$ cat config.mk
export PLATFORM = sky130hd
export DESIGN_NAME = overcurrent_protection_fsm
export DESIGN_NICKNAME = d
export VERILOG_FILES = /design/src/core/ocp_pkg.sv /design/src/core/persist_timer.sv /design/src/core/overcurrent_protection_fsm.sv
export SDC_FILE = /design/constraint.sdc
export NUM_CORES = 1
export LEC_CHECK = 0
export BUFFER_PORTS_ARGS = -buffer_cell sky130_fd_sc_hd__buf_4
export CORE_UTILIZATION = 64
export DETAILED_ROUTE_END_ITERATION = 12
export MAX_ROUTING_LAYER = met4
export PLACE_DENSITY = 0.85
export SKIP_LAST_GASP = 1
export SLEW_MARGIN = 20
export SYNTH_ARGS = -nofsm -noshare
export SYNTH_HDL_FRONTEND = slang
export SYNTH_SLANG_ARGS = --single-unit
$ cat constraint.sdc
create_clock -name core_clk_in -period 28.9 [get_ports core_clk_in]
set_input_delay 4.335 -clock core_clk_in [delete_from_list [all_inputs] [get_ports core_clk_in]]
set_output_delay 4.335 -clock core_clk_in [all_outputs]
set_load 0.02 [all_outputs]
$ cat src/core/ocp_pkg.sv
// Constants for the overcurrent protection block: register map, fields and timing
package ocp_pkg;
	// Time bases
	localparam int CLK_MHZ          = 125;
	localparam int FAST_TICK_US     = 3300;
	localparam int FAST_TICK_CYCLES = FAST_TICK_US * CLK_MHZ;
	localparam int SLOW_TICK_MS     = 1000;
	localparam int SLOW_TICK_CYCLES = SLOW_TICK_MS * 1000 * CLK_MHZ;
	localparam logic [8:0] DLY_BASE = 9'h002;
	localparam logic [16:0] THR_BASE_MV = 17'h0_0004;

	// Register byte addresses
	localparam logic [7:0] ADDR_ENABLE   = 8'h00;
	localparam logic [7:0] ADDR_FET_CTRL = 8'h04;
	localparam logic [7:0] ADDR_CHG_CFG  = 8'h08;
	localparam logic [7:0] ADDR_L12_CFG  = 8'h0C;
	localparam logic [7:0] ADDR_L3_CFG   = 8'h10;
	localparam logic [7:0] ADDR_REC_CFG  = 8'h14;
	localparam logic [7:0] ADDR_REC_THR  = 8'h18;
	localparam logic [7:0] ADDR_LATCH_THR = 8'h1C;
	localparam logic [7:0] ADDR_STATUS   = 8'h20;
	localparam logic [7:0] ADDR_COMMAND  = 8'h24;
	localparam logic [31:0] CFG_RESET    = 32'h0000_0000;
	localparam int NUM_CFG = 8;

	// Per-protection bit positions (enable, FET control, alert, fault)
	localparam int P_CHG   = 0;
	localparam int P_L1    = 1;
	localparam int P_L2    = 2;
	localparam int P_L3    = 3;
	localparam int P_LATCH = 4;
	localparam int EN_CUR_REC  = 5;
	localparam int EN_TIME_REC = 6;
	localparam int CMD_LATCH_RECOVER = 0;

	// Field LSBs
	localparam int CHG_THR_LSB = 0;
	localparam int CHG_DLY_LSB = 8;
	localparam int L1_THR_LSB  = 0;
	localparam int L1_DLY_LSB  = 8;
	localparam int L2_THR_LSB  = 16;
	localparam int L2_DLY_LSB  = 24;
	localparam int L3_THR_LSB  = 0;
	localparam int L3_DLY_LSB  = 16;
	localparam int REC_TIME_LSB  = 0;
	localparam int LATCH_LIM_LSB = 8;
	localparam int DEC_DLY_LSB   = 16;
	localparam int LREC_TIME_LSB = 24;
	localparam int CHG_REC_LSB   = 0;
	localparam int DSG_REC_LSB   = 16;
	localparam int LATCH_REC_LSB = 0;
	localparam int DELTA_LSB     = 16;
	localparam int ST_ALERT_LSB  = 0;
	localparam int ST_FAULT_LSB  = 8;
	localparam int ST_COUNT_LSB  = 16;
	localparam int ST_CHG_FET    = 24;
	localparam int ST_DSG_FET    = 25;

	// Persistence timer slots
	localparam int NUM_TMR   = 9;
	localparam int T_CHG     = 0;
	localparam int T_L1      = 1;
	localparam int T_L2      = 2;
	localparam int T_L3      = 3;
	localparam int T_CHG_REC = 4;
	localparam int T_DSG_REC = 5;
	localparam int T_DEC     = 6;
	localparam int T_LCUR    = 7;
	localparam int T_LTIME   = 8;
	localparam logic [8:0] TMR_FAST_MASK = 9'h007;
endpackage

$ cat src/core/persist_timer.sv
// Persistence timer: raises done once a condition has held for limit ticks
`timescale 1ns/100ps
module persist_timer (
	input  wire logic       clk_in,
	input  wire logic       rst_in,
	input  wire logic       tick_in,
	input  wire logic       cond_in,
	input  wire logic [8:0] limit_in,
	output logic            done_out
);
	logic [8:0] count_reg;

	// Any gap in the condition restarts the count, so only continuous persistence expires
	always_ff @(posedge clk_in or posedge rst_in) begin
		if (rst_in) begin
			count_reg <= 9'h000;
			done_out  <= 1'b0;
		end else if (!cond_in) begin
			count_reg <= 9'h000;
			done_out  <= 1'b0;
		end else if (count_reg >= limit_in) begin
			done_out <= 1'b1;
		end else if (tick_in) begin
			count_reg <= count_reg + 9'h001;
		end
	end
endmodule

$ cat src/core/overcurrent_protection_fsm.sv
// Charge and discharge overcurrent protection with latch counter and APB registers
// What this block does
// (RULE1) Charge threshold 4-124 mV, gated by enable; the 6-bit field here reaches 130 mV
// (RULE2) Charge alert above threshold; fault after delay
// (RULE3) Charge delay setting zero disables charge protection
// (RULE4) Charge trip: alert clears, fault, charge FET off
// (RULE5) Charge recovery by terminal_voltage_a drop or low current
// (RULE6) Levels 1,2 thresholds 4-200 mV, own enables; the 7-bit fields here reach 258 mV
// (RULE7) Levels 1,2 alert, then fault after own delay
// (RULE8) Level 3 alerts when current below signed threshold
// (RULE9) Level 3 delay 0-255 s, own enable
// (RULE10) Discharge faults raise discharge FET off if autonomous
// (RULE11) Charging current persisting recovers all discharge faults
// (RULE12) Each discharge trip increments latch counter
// (RULE13) Counter decrements each interval after recovery
// (RULE14) Latched fault when counter exceeds limit, enabled
// (RULE15) Latch alert whenever counter is nonzero
// (RULE16) Latch clears: load removed, current, time, command
// (RULE17) Current latch recovery needs config, series, charge FET
// (RULE18) Host may emulate time recovery via current threshold
// (RULE19) Delay timers restart when condition drops early
// (RULE20) Latch drives discharge FET off; reset clears counter
//
// Design decisions made here: register access over APB and the address map.
`timescale 1ns/100ps
module overcurrent_protection_fsm
	import ocp_pkg::*;
#(
	parameter int FAST_TICK = FAST_TICK_CYCLES,
	parameter int SLOW_TICK = SLOW_TICK_CYCLES
) (
	input  wire logic        core_clk_in,
	input  wire logic        rst_in,
	input  wire logic        psel_in,
	input  wire logic        penable_in,
	input  wire logic        pwrite_in,
	input  wire logic [7:0]  paddr_in,
	input  wire logic [31:0] pwdata_in,
	output logic [31:0]      prdata_out,
	output logic             pready_out,
	output logic             pslverr_out,
	input  wire logic [15:0] sense_positive_input_in,
	input  wire logic [15:0] sense_negative_input_in,
	input  wire logic [15:0] coulomb_counter_current_in,
	input  wire logic [15:0] terminal_voltage_a_in,
	input  wire logic [15:0] stack_voltage_in,
	input  wire logic        load_removed_in,
	input  wire logic        series_fet_config_in,
	input  wire logic        charge_fet_enabled_in,
	output logic             charge_fet_off_request_out,
	output logic             discharge_fet_off_request_out
);
	logic [31:0] cfg_reg [0:NUM_CFG-1];
	logic [31:0] fast_cnt_reg;
	logic [31:0] slow_cnt_reg;
	logic [4:0]  alert_reg;
	logic [4:0]  fault_reg;
	logic [7:0]  latch_cnt_reg;
	logic [4:0]  alert_next;
	logic [4:0]  fault_next;
	logic [7:0]  latch_cnt_next;
	logic [8:0]  tmr_cond;
	logic [8:0]  tmr_done;
	logic [8:0]  tmr_limit [0:NUM_TMR-1];

	// APB decode: zero-wait answer one cycle after setup, error on unmapped words
	wire        apb_setup  = psel_in & ~penable_in;
	wire        apb_done   = psel_in & penable_in & pready_out;
	wire        addr_ok    = (paddr_in[1:0] == 2'b00) && (paddr_in <= ADDR_COMMAND);
	wire        cfg_hit    = addr_ok && (paddr_in < ADDR_STATUS);
	wire        cfg_wr     = apb_done & pwrite_in & cfg_hit;
	wire [2:0]  cfg_idx    = paddr_in[4:2];
	wire        cmd_wr     = apb_done & pwrite_in & addr_ok & (paddr_in == ADDR_COMMAND);
	wire        recover_cmd = cmd_wr & pwdata_in[CMD_LATCH_RECOVER];

	// Configuration fields
	wire [31:0] en_r      = cfg_reg[ADDR_ENABLE[4:2]];
	wire [31:0] fet_r     = cfg_reg[ADDR_FET_CTRL[4:2]];
	wire [31:0] chg_r     = cfg_reg[ADDR_CHG_CFG[4:2]];
	wire [31:0] l12_r     = cfg_reg[ADDR_L12_CFG[4:2]];
	wire [31:0] l3_r      = cfg_reg[ADDR_L3_CFG[4:2]];
	wire [31:0] rec_r     = cfg_reg[ADDR_REC_CFG[4:2]];
	wire [31:0] rthr_r    = cfg_reg[ADDR_REC_THR[4:2]];
	wire [31:0] lthr_r    = cfg_reg[ADDR_LATCH_THR[4:2]];
	wire [5:0]  chg_thr   = chg_r[CHG_THR_LSB +: 6];
	wire [6:0]  chg_dly   = chg_r[CHG_DLY_LSB +: 7];
	wire [6:0]  l1_thr    = l12_r[L1_THR_LSB +: 7];
	wire [6:0]  l1_dly    = l12_r[L1_DLY_LSB +: 7];
	wire [6:0]  l2_thr    = l12_r[L2_THR_LSB +: 7];
	wire [6:0]  l2_dly    = l12_r[L2_DLY_LSB +: 7];
	wire signed [15:0] l3_thr  = l3_r[L3_THR_LSB +: 16];
	wire [7:0]  l3_dly    = l3_r[L3_DLY_LSB +: 8];
	wire [7:0]  rec_time  = rec_r[REC_TIME_LSB +: 8];
	wire [7:0]  latch_lim = rec_r[LATCH_LIM_LSB +: 8];
	wire [7:0]  dec_dly   = rec_r[DEC_DLY_LSB +: 8];
	wire [7:0]  lrec_time = rec_r[LREC_TIME_LSB +: 8];
	wire signed [15:0] chg_rec_thr = rthr_r[CHG_REC_LSB +: 16];
	wire signed [15:0] dsg_rec_thr = rthr_r[DSG_REC_LSB +: 16];
	wire signed [15:0] latch_thr   = lthr_r[LATCH_REC_LSB +: 16];
	wire [15:0] terminal_voltage_a_delta = lthr_r[DELTA_LSB +: 16];

	// Register writes, one word per slot
	genvar gi;
	for (gi = 0; gi < NUM_CFG; gi++) begin : g_cfg
		always_ff @(posedge core_clk_in or posedge rst_in) begin
			if (rst_in) begin
				cfg_reg[gi] <= CFG_RESET;
			end else if (cfg_wr && cfg_idx == 3'(gi)) begin
				cfg_reg[gi] <= pwdata_in;
			end
		end
	end

	// Tick dividers: 3.3 ms base for sense delays, 1 s base for current timers
	wire fast_tick = (fast_cnt_reg == 32'(FAST_TICK - 1));
	wire slow_tick = (slow_cnt_reg == 32'(SLOW_TICK - 1));
	always_ff @(posedge core_clk_in or posedge rst_in) begin
		if (rst_in) begin
			fast_cnt_reg <= 32'h0000_0000;
			slow_cnt_reg <= 32'h0000_0000;
		end else begin
			fast_cnt_reg <= fast_tick ? 32'h0000_0000 : fast_cnt_reg + 32'h0000_0001;
			slow_cnt_reg <= slow_tick ? 32'h0000_0000 : slow_cnt_reg + 32'h0000_0001;
		end
	end

	// Sense voltages in mV; threshold is base plus two per code step
	wire signed [16:0] chg_diff = $signed({1'b0, sense_positive_input_in}) - $signed({1'b0, sense_negative_input_in});
	wire signed [16:0] dsg_diff = $signed({1'b0, sense_negative_input_in}) - $signed({1'b0, sense_positive_input_in});
	wire signed [16:0] chg_thr_mv = $signed(THR_BASE_MV + {10'h000, chg_thr, 1'b0}); // RULE1
	wire signed [16:0] l1_thr_mv  = $signed(THR_BASE_MV + {9'h000, l1_thr, 1'b0}); // RULE6
	wire signed [16:0] l2_thr_mv  = $signed(THR_BASE_MV + {9'h000, l2_thr, 1'b0}); // RULE6
	wire signed [15:0] cur = coulomb_counter_current_in;

	// Detection conditions; delay setting zero kills the charge check outright
	wire chg_det = en_r[P_CHG] && (chg_dly != 7'h00) && (chg_diff > chg_thr_mv); // RULE1 RULE3
	wire l1_det  = en_r[P_L1] && (dsg_diff > l1_thr_mv); // RULE6
	wire l2_det  = en_r[P_L2] && (dsg_diff > l2_thr_mv); // RULE6
	wire l3_det  = en_r[P_L3] && (cur < l3_thr); // RULE8 RULE9
	wire [3:0] det = {l3_det, l2_det, l1_det, chg_det};

	// Recovery conditions
	wire terminal_voltage_a_low = $signed({1'b0, terminal_voltage_a_in}) <=
		($signed({1'b0, stack_voltage_in}) - $signed({1'b0, terminal_voltage_a_delta})); // RULE5
	wire chg_rec_cond = fault_reg[P_CHG] && (terminal_voltage_a_low || cur <= chg_rec_thr); // RULE5
	wire dsg_rec_cond = (|fault_reg[P_L3:P_L1]) && (cur >= dsg_rec_thr); // RULE11
	wire lcur_cond = fault_reg[P_LATCH] && en_r[EN_CUR_REC] && series_fet_config_in
		&& charge_fet_enabled_in && (cur >= latch_thr); // RULE17
	wire ltime_cond = fault_reg[P_LATCH] && en_r[EN_TIME_REC];

	// Trip pulses are the first cycle a timer expires with no fault yet
	wire [3:0] trip = tmr_done[3:0] & ~fault_reg[3:0];
	wire any_dsg_trip = |trip[P_L3:P_L1];
	wire chg_rec = tmr_done[T_CHG_REC];
	wire dsg_rec = tmr_done[T_DSG_REC];
	wire dec_pulse = tmr_done[T_DEC];
	wire latch_reset = fault_reg[P_LATCH] && (load_removed_in || tmr_done[T_LCUR]
		|| tmr_done[T_LTIME] || recover_cmd); // RULE16

	// Decrement interval only runs with the counter up and every discharge fault gone
	wire dec_cond = (latch_cnt_reg != 8'h00) && !(|fault_reg[P_L3:P_L1])
		&& !any_dsg_trip && !dec_pulse; // RULE13

	// Timer wiring: conditions and limits per slot
	assign tmr_cond = {ltime_cond, lcur_cond, dec_cond, dsg_rec_cond, chg_rec_cond, det};
	assign tmr_limit[T_CHG]     = DLY_BASE + {2'b00, chg_dly}; // RULE2
	assign tmr_limit[T_L1]      = DLY_BASE + {2'b00, l1_dly}; // RULE7
	assign tmr_limit[T_L2]      = DLY_BASE + {2'b00, l2_dly}; // RULE7
	assign tmr_limit[T_L3]      = {1'b0, l3_dly}; // RULE9
	assign tmr_limit[T_CHG_REC] = {1'b0, rec_time};
	assign tmr_limit[T_DSG_REC] = {1'b0, rec_time};
	assign tmr_limit[T_DEC]     = {1'b0, dec_dly};
	assign tmr_limit[T_LCUR]    = {1'b0, lrec_time};
	assign tmr_limit[T_LTIME]   = {1'b0, lrec_time};

	// One persistence timer per slot; sense slots count 3.3 ms, the rest seconds
	for (gi = 0; gi < NUM_TMR; gi++) begin : g_tmr
		persist_timer u_timer (
			.clk_in   (core_clk_in),
			.rst_in   (rst_in),
			.tick_in  (TMR_FAST_MASK[gi] ? fast_tick : slow_tick),
			.cond_in  (tmr_cond[gi]), // RULE19
			.limit_in (tmr_limit[gi]),
			.done_out (tmr_done[gi])
		);
	end

	// Fault flags: a trip in the same cycle as recovery keeps the fault
	assign fault_next[P_CHG] = trip[P_CHG] | (fault_reg[P_CHG] & ~chg_rec); // RULE4 RULE5
	assign fault_next[P_L3:P_L1] = trip[P_L3:P_L1] | (fault_reg[P_L3:P_L1] & {3{~dsg_rec}}); // RULE7 RULE11
	assign fault_next[P_LATCH] = (en_r[P_LATCH] && latch_cnt_next > latch_lim)
		|| (fault_reg[P_LATCH] && !latch_reset); // RULE14 RULE20

	// Latch counter: reset first, then a trip counts up, then the interval counts down
	wire [7:0] cnt_base = latch_reset ? 8'h00 : latch_cnt_reg; // RULE20
	assign latch_cnt_next = any_dsg_trip ? ((cnt_base == 8'hFF) ? cnt_base : cnt_base + 8'h01) // RULE12
		: (dec_pulse && cnt_base != 8'h00) ? cnt_base - 8'h01 : cnt_base; // RULE13

	// Charge and level alerts follow detection but drop once the matching fault is set; the latch alert follows the counter
	assign alert_next[3:0] = det & ~fault_next[3:0]; // RULE2 RULE4 RULE7 RULE8
	assign alert_next[P_LATCH] = (latch_cnt_next != 8'h00); // RULE15

	wire chg_fet_next = fault_next[P_CHG] & fet_r[P_CHG]; // RULE4
	wire dsg_fet_next = |(fault_next[P_LATCH:P_L1] & fet_r[P_LATCH:P_L1]); // RULE10 RULE20

	// Protection state registers
	always_ff @(posedge core_clk_in or posedge rst_in) begin
		if (rst_in) begin
			alert_reg <= 5'h00;
			fault_reg <= 5'h00;
			latch_cnt_reg <= 8'h00;
			charge_fet_off_request_out <= 1'b0;
			discharge_fet_off_request_out <= 1'b0;
		end else begin
			alert_reg <= alert_next;
			fault_reg <= fault_next;
			latch_cnt_reg <= latch_cnt_next;
			charge_fet_off_request_out <= chg_fet_next;
			discharge_fet_off_request_out <= dsg_fet_next;
		end
	end

	// Read mux; status is sampled at setup so it lags live state by a cycle
	wire [31:0] status_word = {6'h00, discharge_fet_off_request_out, charge_fet_off_request_out,
		latch_cnt_reg, 3'h0, fault_reg, 3'h0, alert_reg};
	wire [31:0] rd_data = cfg_hit ? cfg_reg[cfg_idx]
		: (addr_ok && paddr_in == ADDR_STATUS) ? status_word : 32'h0000_0000;

	// APB answer registers
	always_ff @(posedge core_clk_in or posedge rst_in) begin
		if (rst_in) begin
			pready_out  <= 1'b0;
			pslverr_out <= 1'b0;
			prdata_out  <= 32'h0000_0000;
		end else begin
			pready_out  <= apb_setup;
			pslverr_out <= apb_setup & ~addr_ok;
			prdata_out  <= apb_setup ? rd_data : prdata_out;
		end
	end

	// Checks
	chk_charge_disabled: // RULE3
	assert property (@(posedge core_clk_in) disable iff (rst_in)
		(chg_dly == 7'h00) |=> !alert_reg[P_CHG] && !tmr_done[T_CHG])
		else $error("charge protection active with zero delay");
	chk_charge_alert: // RULE2
	assert property (@(posedge core_clk_in) disable iff (rst_in)
		alert_reg[P_CHG] |-> $past(chg_det) && !fault_reg[P_CHG])
		else $error("charge alert without detection");
	chk_charge_fet: // RULE4
	assert property (@(posedge core_clk_in) disable iff (rst_in)
		$past(trip[P_CHG] && fet_r[P_CHG]) |-> charge_fet_off_request_out && fault_reg[P_CHG])
		else $error("charge trip did not request charge FET off");
	chk_dsg_fet_l3: // RULE10
	assert property (@(posedge core_clk_in) disable iff (rst_in)
		$past(fault_next[P_L3] && fet_r[P_L3]) |-> discharge_fet_off_request_out)
		else $error("level 3 fault without discharge FET off");
	chk_dsg_recover: // RULE11
	assert property (@(posedge core_clk_in) disable iff (rst_in)
		dsg_rec && !any_dsg_trip |=> fault_reg[P_L3:P_L1] == 3'b000)
		else $error("discharge faults not cleared on recovery");
	chk_latch_count_up: // RULE12
	assert property (@(posedge core_clk_in) disable iff (rst_in)
		any_dsg_trip && !latch_reset && latch_cnt_reg != 8'hFF |=> latch_cnt_reg == $past(latch_cnt_reg) + 8'h01)
		else $error("latch counter missed a discharge trip");
	chk_latch_set: // RULE14
	assert property (@(posedge core_clk_in) disable iff (rst_in)
		en_r[P_LATCH] && latch_cnt_reg > latch_lim && !latch_reset |=> fault_reg[P_LATCH])
		else $error("latched fault not raised above limit");
	chk_latch_alert: // RULE15
	assert property (@(posedge core_clk_in) disable iff (rst_in)
		alert_reg[P_LATCH] == (latch_cnt_reg != 8'h00))
		else $error("latch alert disagrees with counter");
	chk_latch_reset: // RULE20
	assert property (@(posedge core_clk_in) disable iff (rst_in)
		latch_reset && !any_dsg_trip |=> latch_cnt_reg == 8'h00 && !fault_reg[P_LATCH])
		else $error("latch reset left counter or fault");
	chk_timer_restart: // RULE19
	assert property (@(posedge core_clk_in) disable iff (rst_in)
		!tmr_cond[T_L1] |=> !tmr_done[T_L1])
		else $error("level 1 timer survived a dropped condition");

	// Alerts only follow a live, enabled detection
	chk_l1_alert: // RULE7
	assert property (@(posedge core_clk_in) disable iff (rst_in)
		alert_reg[P_L1] |-> $past(l1_det) && !fault_reg[P_L1])
		else $error("level 1 alert without detection");
	chk_l2_alert: // RULE7
	assert property (@(posedge core_clk_in) disable iff (rst_in)
		alert_reg[P_L2] |-> $past(l2_det) && !fault_reg[P_L2])
		else $error("level 2 alert without detection");
	chk_l3_alert: // RULE8
	assert property (@(posedge core_clk_in) disable iff (rst_in)
		alert_reg[P_L3] |-> $past(l3_det))
		else $error("level 3 alert without detection");
	chk_l2_trip_alert: // RULE7
	assert property (@(posedge core_clk_in) disable iff (rst_in)
		fault_reg[P_L2] |-> !alert_reg[P_L2])
		else $error("level 2 alert kept after trip");

	// A cleared enable bit silences the matching check on the next edge
	chk_chg_enable: // RULE1
	assert property (@(posedge core_clk_in) disable iff (rst_in)
		!en_r[P_CHG] |=> !alert_reg[P_CHG])
		else $error("charge alert while disabled");
	chk_l2_enable: // RULE6
	assert property (@(posedge core_clk_in) disable iff (rst_in)
		!en_r[P_L2] |=> !alert_reg[P_L2])
		else $error("level 2 alert while disabled");
	chk_l3_enable: // RULE9
	assert property (@(posedge core_clk_in) disable iff (rst_in)
		!en_r[P_L3] |=> !alert_reg[P_L3])
		else $error("level 3 alert while disabled");
	chk_latch_disabled: // RULE14
	assert property (@(posedge core_clk_in) disable iff (rst_in)
		!en_r[P_LATCH] && !fault_reg[P_LATCH] |=> !fault_reg[P_LATCH])
		else $error("latched fault raised while disabled");

	// FET requests follow the faults and the autonomous control bits
	chk_chg_recover: // RULE5
	assert property (@(posedge core_clk_in) disable iff (rst_in)
		chg_rec && !trip[P_CHG] |=> !fault_reg[P_CHG] && !charge_fet_off_request_out)
		else $error("charge fault not cleared on recovery");
	chk_chg_fet_only: // RULE4
	assert property (@(posedge core_clk_in) disable iff (rst_in)
		$past(fault_next[P_CHG] && !(|fault_next[P_LATCH:P_L1])) |-> !discharge_fet_off_request_out)
		else $error("charge fault touched the discharge FET");
	chk_dsg_fet_l1: // RULE10
	assert property (@(posedge core_clk_in) disable iff (rst_in)
		$past(fault_next[P_L1] && fet_r[P_L1]) |-> discharge_fet_off_request_out)
		else $error("level 1 fault without discharge FET off");
	chk_dsg_fet_l2: // RULE10
	assert property (@(posedge core_clk_in) disable iff (rst_in)
		$past(fault_next[P_L2] && fet_r[P_L2]) |-> discharge_fet_off_request_out)
		else $error("level 2 fault without discharge FET off");
	chk_latch_fet: // RULE20
	assert property (@(posedge core_clk_in) disable iff (rst_in)
		$past(fault_next[P_LATCH] && fet_r[P_LATCH]) |-> discharge_fet_off_request_out)
		else $error("latched fault without discharge FET off");

	// Latch counter walks down and clears as the recovery paths demand
	chk_latch_count_down: // RULE13
	assert property (@(posedge core_clk_in) disable iff (rst_in)
		dec_pulse && !any_dsg_trip && !latch_reset && latch_cnt_reg != 8'h00
		|=> latch_cnt_reg == $past(latch_cnt_reg) - 8'h01)
		else $error("latch counter missed a decrement");
	chk_latch_cur_rec: // RULE17
	assert property (@(posedge core_clk_in) disable iff (rst_in)
		tmr_done[T_LCUR] && fault_reg[P_LATCH] && !any_dsg_trip
		|=> latch_cnt_reg == 8'h00 && !fault_reg[P_LATCH])
		else $error("current latch recovery did not clear");

	// An error answer always rides on a ready cycle
	chk_pslverr_ready:
	assert property (@(posedge core_clk_in) disable iff (rst_in)
		pslverr_out |-> pready_out)
		else $error("bus error without ready");
endmodule

Yosys cells after proc, flatten, opt, wreduce, memory -nomap -nowiden
Index checks and enable logic that the tools add are counted.

$add $sub $neg: 22. Magnitude comparators: 21. Equality and inequality tests: 39. Mux-type cells: 56. Bitwise operators: 24. Reductions and logical operators: 57.

Operator list (count): $mux 9 (27); $mux 32 (5); $bmux 32 s3 (1); $add 9x1->9 const B (9); $ge 9x8->1 (9); $add 32x1->32 const B (2); $ne 2x2->1 const B (27); $sub 16x16->17 (3); $gt 17x10->1 (2); $eq 32x19->1 const B (1); $eq 32x27->1 const B (1); $ge 16x16->1 (2); $mux 8 (4); $logic_and 1x1->1 (30); $mux 26 (1); $add 2x7->8 const A (3); $reduce_bool 8->1 (3); $add 3x8->9 const A (2); $mux 1 (18); $reduce_and 2->1 (9); $gt 17x9->1 (1); $le 17x17->1 (1); $eq 8x6->1 const B (2); $le 16x16->1 (1); other kinds (27) (55).

Bits in registers: 464. Output and inout bits: 36. Logic and storage cells: 255.

Depth between registers and ports, before layout
Gate-level depths: netlist of run 1.

Depth after elaboration: 18. Gate-level depth with buffers: 25. Mapped depth without buffers: 22.

By module
From an unflattened synthesis of run 1, not the netlist that was laid out.

Cell total of the unflattened synthesis: 2884. Area total of the unflattened synthesis: 29100.4 sq um.

Modules (own cells, without submodules): overcurrent_protection_fsm (times used 1, cells an instance 2083, area each 22332.7 sq um, sequential area each 9359.0 sq um); persist_timer (times used 9, cells an instance 89, area each 752.0 sq um, sequential area each 250.2 sq um).

Worst setup path before layout of run 1
OpenSTA, ideal clock, no wires.

Kind: input -> register. Start: in paddr_in[7]. End: reg discharge_fet_off_request_out. Data arrival time: 8123 ps. Slack: 20651 ps. Cell stages on the path: 23. Cell sequence: or4_4 nor4_4 o41ai_2 buf_4 buf_6 nand2_1 inv_1 ha_1 nand4_1 nor2_1 a31oi_1 o21ai_0 o21ai_0 inv_1 ha_1 nor2b_1 o21ai_0 nand2b_1 a21oi_1 nor2_1 a211oi_1 o21ai_0 a221o_1.

Word-level cells in the longest chain between the ends: 17.

RTL lines: from (decl) (RTL line overcurrent_protection_fsm.sv:37) `input wire logic [7:0] paddr_in,`; $le 8x6->1 (RTL line overcurrent_protection_fsm.sv:69) `wire addr_ok = (paddr_in[1:0] == 2'b00) && (paddr_in <= ADDR_COMMAND);`; $logic_and 1x1->1 (RTL line overcurrent_protection_fsm.sv:69); $and 1x1->1 (RTL line overcurrent_protection_fsm.sv:73) `wire cmd_wr = apb_done & pwrite_in & addr_ok & (paddr_in == ADDR_COMMAND);`; $and 1x1->1 * (RTL line overcurrent_protection_fsm.sv:73); $and 1x1->1 * (RTL line overcurrent_protection_fsm.sv:74) `wire recover_cmd = cmd_wr & pwdata_in[CMD_LATCH_RECOVER];`; $logic_or 1x1->1 * (RTL line overcurrent_protection_fsm.sv:158) `|| tmr_done[T_LTIME] || recover_cmd);`; $logic_and 1x1->1 * (RTL line overcurrent_protection_fsm.sv:157) `wire latch_reset = fault_reg[P_LATCH] && (load_removed_in || tmr_done[T_LCUR]`; $mux 8 * (RTL line overcurrent_protection_fsm.sv:195) `wire [7:0] cnt_base = latch_reset ? 8'h00 : latch_cnt_reg;`; [... 4 more ...]; net latch_cnt_next[1] (RTL line overcurrent_protection_fsm.sv:61) `logic [7:0] latch_cnt_next;`; $gt 8x8->1 * (RTL line overcurrent_protection_fsm.sv:191) `assign fault_next[P_LATCH] = (en_r[P_LATCH] && latch_cnt_next > latch_lim)`; $logic_and 1x1->1 * (RTL line overcurrent_protection_fsm.sv:191); $logic_or 1x1->1 * (RTL line overcurrent_protection_fsm.sv:192) `|| (fault_reg[P_LATCH] && !latch_reset);`; net fault_next[4] (RTL line overcurrent_protection_fsm.sv:60) `logic [4:0] fault_next;`; $and 4x4->4 * (RTL line overcurrent_protection_fsm.sv:204) `wire dsg_fet_next = |(fault_next[P_LATCH:P_L1] & fet_r[P_LATCH:P_L1]);`; $reduce_or 4->1 * (RTL line overcurrent_protection_fsm.sv:204); net dsg_fet_next (RTL line overcurrent_protection_fsm.sv:204); to (signal assigned) (RTL line overcurrent_protection_fsm.sv:219) `discharge_fet_off_request_out <= dsg_fet_next;`; to (decl) (RTL line overcurrent_protection_fsm.sv:51) `output logic discharge_fet_off_request_out`.

Mark *: on every way through the listed nets, which the timed path passes. A chain may end at the register's enable or synchronous reset.

Worst setup path in the final report of run 1
Start: in paddr_in[3]. End: reg discharge_fet_off_request_out.

The elaborated chain is that of the path after synthesis.

==> run_results.csv, run 1 <==
group,metric,value,unit
critical_path,cp.buffers_inverters,4,
worst_hold_path,hold_path.class,"reg2reg",
cts,hold_buffers,0,
cells_and_area,multi_input_area,15600,um^2
power,irDropWorstVdd,0.05548,mV
global_route,grt_util_all_layers,0.3524,
sta,finalSetupViolCount,0,
detailed_routing,vias,22010,
cts,clock-root-buffer,"clkbuf_16",
critical_path,worstSetupPathType,"in2reg",
global_route,grt_pass1_vias,22200,
global_route,overflow,0,
detailed_routing,dr.pass1.iters,6,
logic_synthesis,yosysMostFrequentCell,"dfrtp_1",
power,p_seq_frac,0.435,
critical_path,crit_path_start,"paddr_in[3]",
logic_synthesis,syn_nets,3104,
critical_path,r2r_slack,24300,ps
placed_design,dpl_worst_slack,19920,ps
power,powerDensity,48.77,nW/um^2
cells_and_area,final_net_count,3242,
logic_synthesis,yosys_warnings,0,
logic_synthesis,synth-edff-count,0,
cts,cts_buffers,48,
cells_and_area,fin_area,31840,um^2
cts,clock_latency,600,ps
power,combPwrFrac,0.137,
critical_path,cp_top_family,"compound AO/OA/AOI/OAI gates",
critical_path,critical_path.max_fanout,39,
cells_and_area,final_cell_count_no_fill,3482,
cells_and_area,fill_cells,2984,
logic_synthesis,synthFlopType,"dfrtp_1",
global_route,grt_max_degree,178,
critical_path,worstPathRequired,29370,ps
floorplan,core,43360,um^2
sta,fin_crit_sh,0.2924,
sta,tightestPinTransition,1026,ps
detailed_routing,drtIter0Drc,1764,
detailed_routing,vias_per_cell,6.321,
placed_design,place_area,30120,um^2
run,maxCapViolations,0,
floorplan,die-area,45110,um^2
critical_path,max_stage_delay,510,ps
critical_path,start_kind,"primary input",
cells_and_area,largest_reg_flops,81,
cells_and_area,syn_to_final_growth,12.40,%
sta,clock.fmax,118.3,MHz
critical_path,crit_end,"discharge_fet_off_request_out",
cells_and_area,regArea,11610,um^2
power,swShare,0.2614,
logic_synthesis,netlist_instances,2723,
sta,slew_violations,0,
detailed_routing,drc,0,
logic_synthesis,synth_top_area_frac,0.4099,
placed_design,dp.cells,3395,
logic_synthesis,synthArstFlopShare,1.000,
logic_synthesis,yosysTopAreaCell,"dfrtp_1",
status,status,"completed",
cts,numClockSinks,464,
critical_path,cpMostUsedCell,"o21ai_0",
power,p_leak,15.10,nW
placed_design,port_buffers,163,
logic_synthesis,ys_seq_area_frac,0.4099,
critical_path,end_kind,"flop",
critical_path,reg2reg_from,"lthr_r[16]",
floorplan,rows,76,
logic_synthesis,yosys-top-cells-count,"dfrtp_1, ha_1, mux2_2, inv_1, nand2_1",
detailed_routing,wire_per_inst,21.78,um
cells_and_area,drive_above_1_share,0.2034,
sta,setup_slack,20450,ps
sta,rsz0062_at_grt,"no",
critical_path,worst-path-stages,24,
cts,htree_levels,2,
sta,tns,0,ps
sta,period_minus_slack,8450,ps
critical_path,slowest_stage,"buf_4",
global_route,antenna_found_initial,1,
detailed_routing,wl,75.83,mm
floorplan,initial_core_util,0.6533,
logic_synthesis,post_synth_instance_area,28330,um^2
floorplan,die_y,212.4,um
critical_path,r2r_end,"g_tmr[4].u_timer.count_reg[4]",
floorplan,die_w,212.4,um
logic_synthesis,syn_avg_cell_area,10.40,um^2
power,p_int,1.147,mW
power,clkPwrFrac,0.429,
global_route,grt_pass1_wl,119.5,mm
cts,clk_path_buf_depth,3,
critical_path,arrival,8920,ps
critical_path,path_cells,"buf_4 > nand3b_1 > nor4_4 > o41ai_4 > buf_4 > nand2_1 > inv_1 > ha_1 > nand4_1 > nor2_1 > a31o_2 > o21a_1 > nand4_1 > o21ai_0 > inv_1 > ha_1 > nor2b_1 > o21ai_0 > nand2b_1 > a21oi_1 > nor2_1 > a211oi_1 > o21ai_0 > a221o_1",
power,switching_power,0.4059,mW
sta,hold_violations,0,
detailed_routing,ant_nets,0,
logic_synthesis,synth.area.top_cells,"dfrtp_1, ha_1, mux2_2",
critical_path,worstRegToRegCells,17,
logic_synthesis,synth.distinct_cells,79,
cts,cts_tree,"done",
floorplan,io_pins,164,
sta,slew_headroom,0.3130,
sta,fin_skew,28.55,ps
sta,hold_ws,475.6,ps
cts,ctsResizeCount,0,
placed_design,place_congestion,0.9361,
cts,postCtsSetupBuffers,0,
logic_synthesis,ys_seq_elements,464,
placed_design,place_hpwl,54.18,mm
cts,clkTransAtPathRegs,60,ps
-- worst min-delay path by stage --
stage	start	end	slack [ps]	cells after the start
after CTS	slow_cnt_reg[4]	slow_cnt_reg[4]	470	1
after global routing	slow_cnt_reg[0]	slow_cnt_reg[0]	500	1
after floorplan	slow_cnt_reg[4]	slow_cnt_reg[4]	440	1
final	fast_cnt_reg[31]	fast_cnt_reg[31]	480	1
after global placement	slow_cnt_reg[4]	slow_cnt_reg[4]	460	1
after detailed placement	slow_cnt_reg[4]	slow_cnt_reg[4]	460	1
-- metal layers --
metal,global-route usage,vias to the layer above,routed length (um),part of all wire
met5,-,-,0,0
met4,0.1317,0,2768,0.037
met3,0.07770,165,5846,0.077
met2,0.5581,813,36000,0.47
met1,0.4444,11020,31220,0.41
li1,-,10020,-,-
-- kinds of logic (layout without fill, tap and decap cells) --
| group | count (synthesis) | after routing | synth area share |
|---|---|---|---|
| flip-flops | 464 | 464 | 0.4099 |
| XOR/XNOR | 174 | 174 | 0.05379 |
| multiplexers | 310 | 310 | 0.1478 |
| adder cells (fa/ha/maj) | 253 | 253 | 0.1125 |
| other | 0 | 1 | 0 |
| AO/OA/AOI/OAI | 446 | 446 | 0.09990 |
| AND/OR/NAND/NOR | 769 | 769 | 0.1346 |
| buffers and inverters | 307 | 480 | 0.04152 |
-- power groups by stage --
| stage | clock, mW | sequential [mW] | combinational [mW] |
|---|---|---|---|
| 5_1_grt | 0.696 | 0.676 | 0.239 |
| 6_report | 0.665 | 0.675 | 0.213 |
| 4_1_cts | 0.670 | 0.674 | 0.211 |
| 3_3_place_gp | 0 | 0.686 | 0.204 |
| 2_1_floorplan | 0 | 0.677 | 0.152 |
| 3_5_place_dp | 0 | 0.686 | 0.209 |
-- cells in the final DEF (no fill, tap or decap), types with 8 or more instances in the layout --
cell type / instances
dfrtp_1: 464
ha_1: 250
mux2_2: 226
inv_1: 207
nand2_1: 204
nor2_1: 185
buf_4: 182
a21oi_1: 130
o21ai_0: 130
xor2_1: 91
xnor2_1: 83
nand3_1: 83
mux4_2: 64
nand4_1: 60
a21o_1: 52
clkbuf_16: 50
and3_1: 46
nor3_1: 36
nor4_1: 29
nand2b_1: 26
nor2b_1: 25
mux2i_1: 20
a31oi_1: 17
and4_1: 15
a211oi_1: 11
o2111ai_1: 10
clkbuf_8: 10
clkinv_2: 10
or3_1: 9
o21a_1: 9
a211o_1: 9
a2111oi_0: 8
-- stage by stage --
step                total power, mW    util
global route                  1.610  0.7344
floorplan                    0.8291       -
finish                        1.553  0.7344
CTS                           1.555  0.7336
global placement             0.8897  0.6944
detailed placement           0.8947  0.6945
-- worst register-to-register path, delay by kind of cell (launching register included) --
kind | cells | cell delay [ps]
AOI/OAI and AO/OA | 7 | 2280
xor gates and xnor gates | 1 | 150
adders and majority gates | 3 | 760
buffers and inverters | 1 | 70
DFF | 1 | 430
and+or+nand+nor | 5 | 770
-- final cells by class --
class | instances | share of cell area
multi-input cells | 1952 | 0.4899
flip-flops and latches | 464 | 0.3646
clock buffers | 67 | 0.04444
repair buffers | 185 | 0.04424
inverters | 210 | 0.02499
well taps | 585 | 0.02299
clock inverters | 18 | 0.008684
diodes | 1 | 0.00007859
(Power assumes the default switching activity.)
==> run 2, diff against run 1 <==
--- a/config.mk
+++ b/config.mk
@@ -6,10 +6,10 @@
 export NUM_CORES = 1
 export LEC_CHECK = 0
 export BUFFER_PORTS_ARGS = -buffer_cell sky130_fd_sc_hd__buf_4
-export CORE_UTILIZATION = 64
+export CORE_UTILIZATION = 56
 export DETAILED_ROUTE_END_ITERATION = 12
 export MAX_ROUTING_LAYER = met4
-export PLACE_DENSITY = 0.85
+export PLACE_DENSITY = 0.79
 export SKIP_LAST_GASP = 1
 export SLEW_MARGIN = 20
 export SYNTH_ARGS = -nofsm -noshare
==> constraint.sdc (replaced) <==
create_clock -name core_clk_in -period 7.4 [get_ports core_clk_in]
set_input_delay 1.11 -clock core_clk_in [delete_from_list [all_inputs] [get_ports core_clk_in]]
set_output_delay 1.11 -clock core_clk_in [all_outputs]
set_load 0.02 [all_outputs]
==> run_results.csv, run 2 (synthesized netlist as in run 1, its figures left out) <==
group,metric,value,unit
worst_hold_path,hold_path_end,"slow_cnt_reg[0]",
sta,slew_violations,0,
run,maxCapViolations,0,
critical_path,max_stage_delay,670,ps
cells_and_area,syn_to_final_growth,13.01,%
power,p_leak,15.12,nW
detailed_routing,dr.pass1.iters,5,
cts,clk_path_buf_depth,3,
global_route,grt_pass1_vias,22140,
critical_path,start_kind,"primary input",
cells_and_area,layout_common_cells,"dfrtp_1, ha_1, mux2_2",
sta,hold_ws,472.8,ps
global_route,grt_pass1_wl,120.7,mm
floorplan,die-area,51490,um^2
detailed_routing,ant_nets,0,
critical_path,worstSetupPathType,"in2reg",
cts,clock-root-buffer,"clkbuf_16",
detailed_routing,wire_per_inst,21.41,um
cts,ctsResizeCount,0,
global_route,grt_max_degree,152,
worst_hold_path,hold_path.class,"reg2reg",
critical_path,path_cells,"buf_4 > nand3b_1 > nor4_4 > o41ai_4 > nand2_1 > inv_1 > ha_1 > nand4_1 > nor2_1 > a31o_2 > o21a_1 > nand4_1 > o21ai_0 > inv_1 > ha_1 > nor2b_1 > o21ai_0 > nand2b_1 > a21oi_1 > nor2_1 > a211oi_1 > o21ai_0 > a221o_1",
cells_and_area,final_util,0.6394,
sta,tightestPinTransition,1215,ps
cts,cts_buffers,49,
floorplan,die_y,226.9,um
power,total_power,6.114,mW
cts,cts_tree,"done",
detailed_routing,wl_met1,31.77,mm
cts,hold_buffers,0,
floorplan,rows,82,
sta,clock.fmax,182.1,MHz
sta,rsz0062_at_grt,"no",
detailed_routing,vias_per_cell,6.097,
critical_path,critical_path.max_fanout,33,
detailed_routing,drc,0,
detailed_routing,dr_wl_met2,35.87,mm
placed_design,dpl_worst_slack,1395,ps
detailed_routing,dr_wl_met3,5.941,mm
cells_and_area,final_net_count,3245,
floorplan,initial_core_util,0.5658,
floorplan,core,50070,um^2
global_route,grt_util_all_layers,0.3137,
sta,period_minus_slack,5491,ps
critical_path,slowest_stage,"o41ai_4",
sta,slew_headroom,0.1901,
placed_design,port_buffers,163,
critical_path,arrival,5960,ps
sta,finalSetupViolCount,0,
status,status,"completed",
worst_hold_path,hold_depth,1,
critical_path,worstPathRequired,7870,ps
global_route,overflow,0,
cells_and_area,multi_input_area,15590,um^2
detailed_routing,top_layer,"met4",
placed_design,place_congestion,0.9392,
sta,hold_violations,0,
cells_and_area,fill_cells,3938,
critical_path,r2r_slack,2490,ps
cells_and_area,largest_reg_flops,81,
floorplan,io_pins,164,
sta,fin_skew,18.22,ps
critical_path,worstRegToRegCells,22,
worst_hold_path,hp-start,"slow_cnt_reg[0]",
cts,clkTransAtPathRegs,60,ps
critical_path,reg2reg_from,"pready_out",
sta,setup_slack,1909,ps
cells_and_area,regArea,11610,um^2
critical_path,end_kind,"flop",
power,irDropWorstVdd,0.1594,mV
power,powerDensity,191.0,nW/um^2
cts,clock_latency,600,ps
critical_path,r2r_end,"discharge_fet_off_request_out",
global_route,antenna_found_initial,3,
detailed_routing,vias,21810,
sta,tns,0,ps
cells_and_area,final_common_cell,"dfrtp_1",
cts,postCtsSetupBuffers,0,
detailed_routing,drtIter0Drc,1727,
cts,htree_levels,2,
sta,fin_crit_sh,0.7420,
floorplan,die_w,226.9,um
critical_path,cpMostUsedCell,"o21ai_0",
placed_design,place_hpwl,56.12,mm
cts,numClockSinks,464,
cells_and_area,drive_above_1_share,0.2048,
detailed_routing,wl,76.61,mm
-- run 2: cell count changes in the layout (fill, tap and decap cells not counted), moves of 2 or more --
| cell | delta |
|---|---|
| clkinvlp_4 | +4 |
| diode_2 | +4 |
| clkinv_4 | +2 |
| clkbuf_8 | +4 |
| buf_6 | -2 |
| clkinv_2 | -5 |
| buf_4 | +3 |
-- run 2: cell type report --
type                            instances  area share
Multi-Input combinational cell       1952      0.4871
Inverter                              210     0.02474
Timing Repair Buffer                  187     0.04463
Clock inverter                         18    0.008441
Tap cell                              672     0.02626
Clock buffer                           70     0.04580
Antenna cell                            5   0.0003908
Sequential cell                       464      0.3627
-- run 2: where the power goes --
| part | internal [mW] | leakage (nW) | total [mW] | switching (mW) |
|---|---|---|---|---|
| combinational | 0.339 | 8.00 | 0.836 | 0.497 |
| sequential | 2.57 | 6.27 | 2.64 | 0.0662 |
| clock | 1.59 | 0.848 | 2.64 | 1.05 |
-- run 2: worst max path at each step --
stage          depth (start not counted)                            end   startpoint
6_report                              23  discharge_fet_off_request_out  paddr_in[3]
5_1_grt                               23  discharge_fet_off_request_out  paddr_in[3]
4_1_cts                               23  discharge_fet_off_request_out  paddr_in[3]
3_5_place_dp                          23  discharge_fet_off_request_out  paddr_in[3]
3_3_place_gp                          23  discharge_fet_off_request_out  paddr_in[3]
2_1_floorplan                          1                   alert_reg[0]       rst_in
-- run 2: routing by layer --
metal / global-route usage / vias up
met5: - / -
met4: 0.1199 / 0
met3: 0.06324 / 178
met2: 0.4916 / 794
met1: 0.4011 / 10810
li1: - / 10030
-- run 2: metrics by stage --
stage	instance area (um^2)	std cells
after detailed placement	30250	3485
after global placement	30250	3485
final	32020	3578
after CTS	31990	3573
after floorplan	28330	2723
after global routing	32010	3576
-- run 2: worst max-delay path, delay by kind of cell --
family          cells  cell delay, ps
simple gates        9            1340
buf+inv             3             670
compound gates      9            2340
fa+ha+maj           2             480
==> run 3, diff against run 2 <==
==> constraint.sdc (replaced) <==
create_clock -name core_clk_in -period 5 [get_ports core_clk_in]
set_input_delay 0.75 -clock core_clk_in [delete_from_list [all_inputs] [get_ports core_clk_in]]
set_output_delay 0.75 -clock core_clk_in [all_outputs]
set_load 0.02 [all_outputs]
==> run_results.csv, run 3 (synthesized netlist as in run 1, its figures left out) <==
group,metric,value,unit
sta,clock.fmax,218.4,MHz
sta,slew_violations,0,
power,p_leak,15.26,nW
cells_and_area,final_cell_count_no_fill,3600,
cts,clk_path_buf_depth,3,
run,maxCapViolations,0,
placed_design,port_buffers,163,
placed_design,place_hpwl,56.43,mm
sta,period_minus_slack,4578,ps
cts,postCtsSetupBuffers,0,
cells_and_area,final_util,0.6444,
sta,tns,0,ps
critical_path,arrival,5050,ps
floorplan,rows,82,
floorplan,die_y,226.9,um
placed_design,place_congestion,0.9594,
cells_and_area,layout_common_cells,"dfrtp_1, ha_1, mux2_2",
cts,ctsResizeCount,0,
power,combPwrFrac,0.140,
sta,hold_violations,0,
critical_path,worstPathRequired,5470,ps
critical_path,worstSetupPathType,"reg2reg",
global_route,grt_util_all_layers,0.3132,
floorplan,initial_core_util,0.5658,
power,total_power,9.319,mW
cells_and_area,drive_above_1_share,0.2092,
detailed_routing,vias_per_cell,6.097,
floorplan,core,50070,um^2
global_route,overflow,0,
cells_and_area,final_net_count,3266,
global_route,antenna_found_initial,2,
floorplan,io_pins,164,
critical_path,start_kind,"flop",
critical_path,critical_path.max_fanout,10,
cts,clkTransAtPathRegs,60,ps
cells_and_area,syn_to_final_growth,13.89,%
detailed_routing,drc,0,
sta,slew_headroom,0.3042,
cts,hold_buffers,0,
sta,rsz0062_at_grt,"no",
cts,clock-root-buffer,"clkbuf_16",
sta,tightestPinTransition,1041,ps
worst_hold_path,hold_path.class,"in2async",
sta,fin_crit_sh,0.9156,
floorplan,die_w,226.9,um
global_route,grt_max_degree,178,
status,status,"completed",
critical_path,end_kind,"flop",
power,p_seq_frac,0.419,
placed_design,dp.cells,3504,
detailed_routing,wire_per_inst,21.21,um
cts,cts_buffers,50,
sta,hold_ws,134.2,ps
detailed_routing,drtIter0Drc,1931,
global_route,grt_pass1_vias,22090,
cts,htree_levels,2,
sta,fin_skew,21.93,ps
cts,clock_latency,610,ps
power,p_int,6.866,mW
cts,numClockSinks,464,
cts,cts_tree,"done",
global_route,grt_pass1_wl,121.0,mm
cells_and_area,final_common_cell,"dfrtp_1",
detailed_routing,ant_nets,0,
power,clkPwrFrac,0.441,
cells_and_area,largest_reg_flops,81,
detailed_routing,dr.pass1.iters,5,
sta,finalSetupViolCount,0,
power,powerDensity,288.9,nW/um^2
power,swShare,0.2633,
power,switching_power,2.454,mW
floorplan,die-area,51490,um^2
power,irDropWorstVdd,0.2804,mV
detailed_routing,wl,76.37,mm
detailed_routing,vias,21950,
run 3: metal layers:
metal	share of wire	wire, um	track usage	vias up
met5	0	0	-	-
met4	0.041	3108	0.1306	0
met3	0.068	5165	0.05818	212
met2	0.48	36350	0.4909	702
met1	0.42	31740	0.3996	10960
li1	-	-	-	10070
run 3: worst paths after layout:
check / start / endpoint / slack (ps) / cells after the start
worst max-delay path: lthr_r[16] / g_tmr[4].u_timer.count_reg[6] / 420 / 17
worst min-delay path: rst_in / fast_cnt_reg[3] / 130 / 2
worst max register to register: lthr_r[16] / g_tmr[4].u_timer.count_reg[6] / 420 / 17
worst min register to register: slow_cnt_reg[4] / slow_cnt_reg[4] / 480 / 1
max in group asynchronous: rst_in / rec_r[31] / 3590 / 4
min in group core_clk_in: pwdata_in[26] / lthr_r[26] / 410 / 3
run 3: per-stage QoR:
stage               setup slack, ps  cell area (um^2)
finish                        421.8             32260
global route                  157.2             32260
CTS                           479.0             32230
detailed placement           -6.096             30400
global placement              171.6             30400
floorplan                     -2031             28330
run 3: critical path, cell delays in order (launching register included):
cell and delay [ps]:
dfrtp_1 450, ha_1 230, inv_1 70, fa_1 230, a211oi_1 110, o21a_1 220, o41ai_1 740, nand4_1 230
nand2_1 120, a21oi_1 90, xor2_1 150, ha_1 330, and4_1 200, nand4_1 130, a211o_1 260, a31oi_1 260
o31a_1 470, nor2_1 140
run 3: cell type report:
| type | count | area (um^2) |
|---|---|---|
| diodes | 2 | 5.005 |
| clock buffers | 66 | 1373 |
| clock inverters | 27 | 454.2 |
| fillers | 3936 | 17800 |
| inverters | 210 | 792.0 |
| multi-input cells | 1952 | 15580 |
| flip-flops and latches | 464 | 11610 |
| well taps | 672 | 840.8 |
| repair buffers | 207 | 1612 |
run 3: power by group through the flow:
| stage | logic, mW | clock network [mW] | registers (mW) |
|---|---|---|---|
| finish | 1.30 | 4.11 | 3.91 |
| CTS | 1.29 | 4.17 | 3.90 |
| floorplan | 0.878 | 0 | 3.92 |
| detailed placement | 1.28 | 0 | 3.97 |
| global placement | 1.24 | 0 | 3.97 |
| global route | 1.45 | 4.31 | 3.91 |
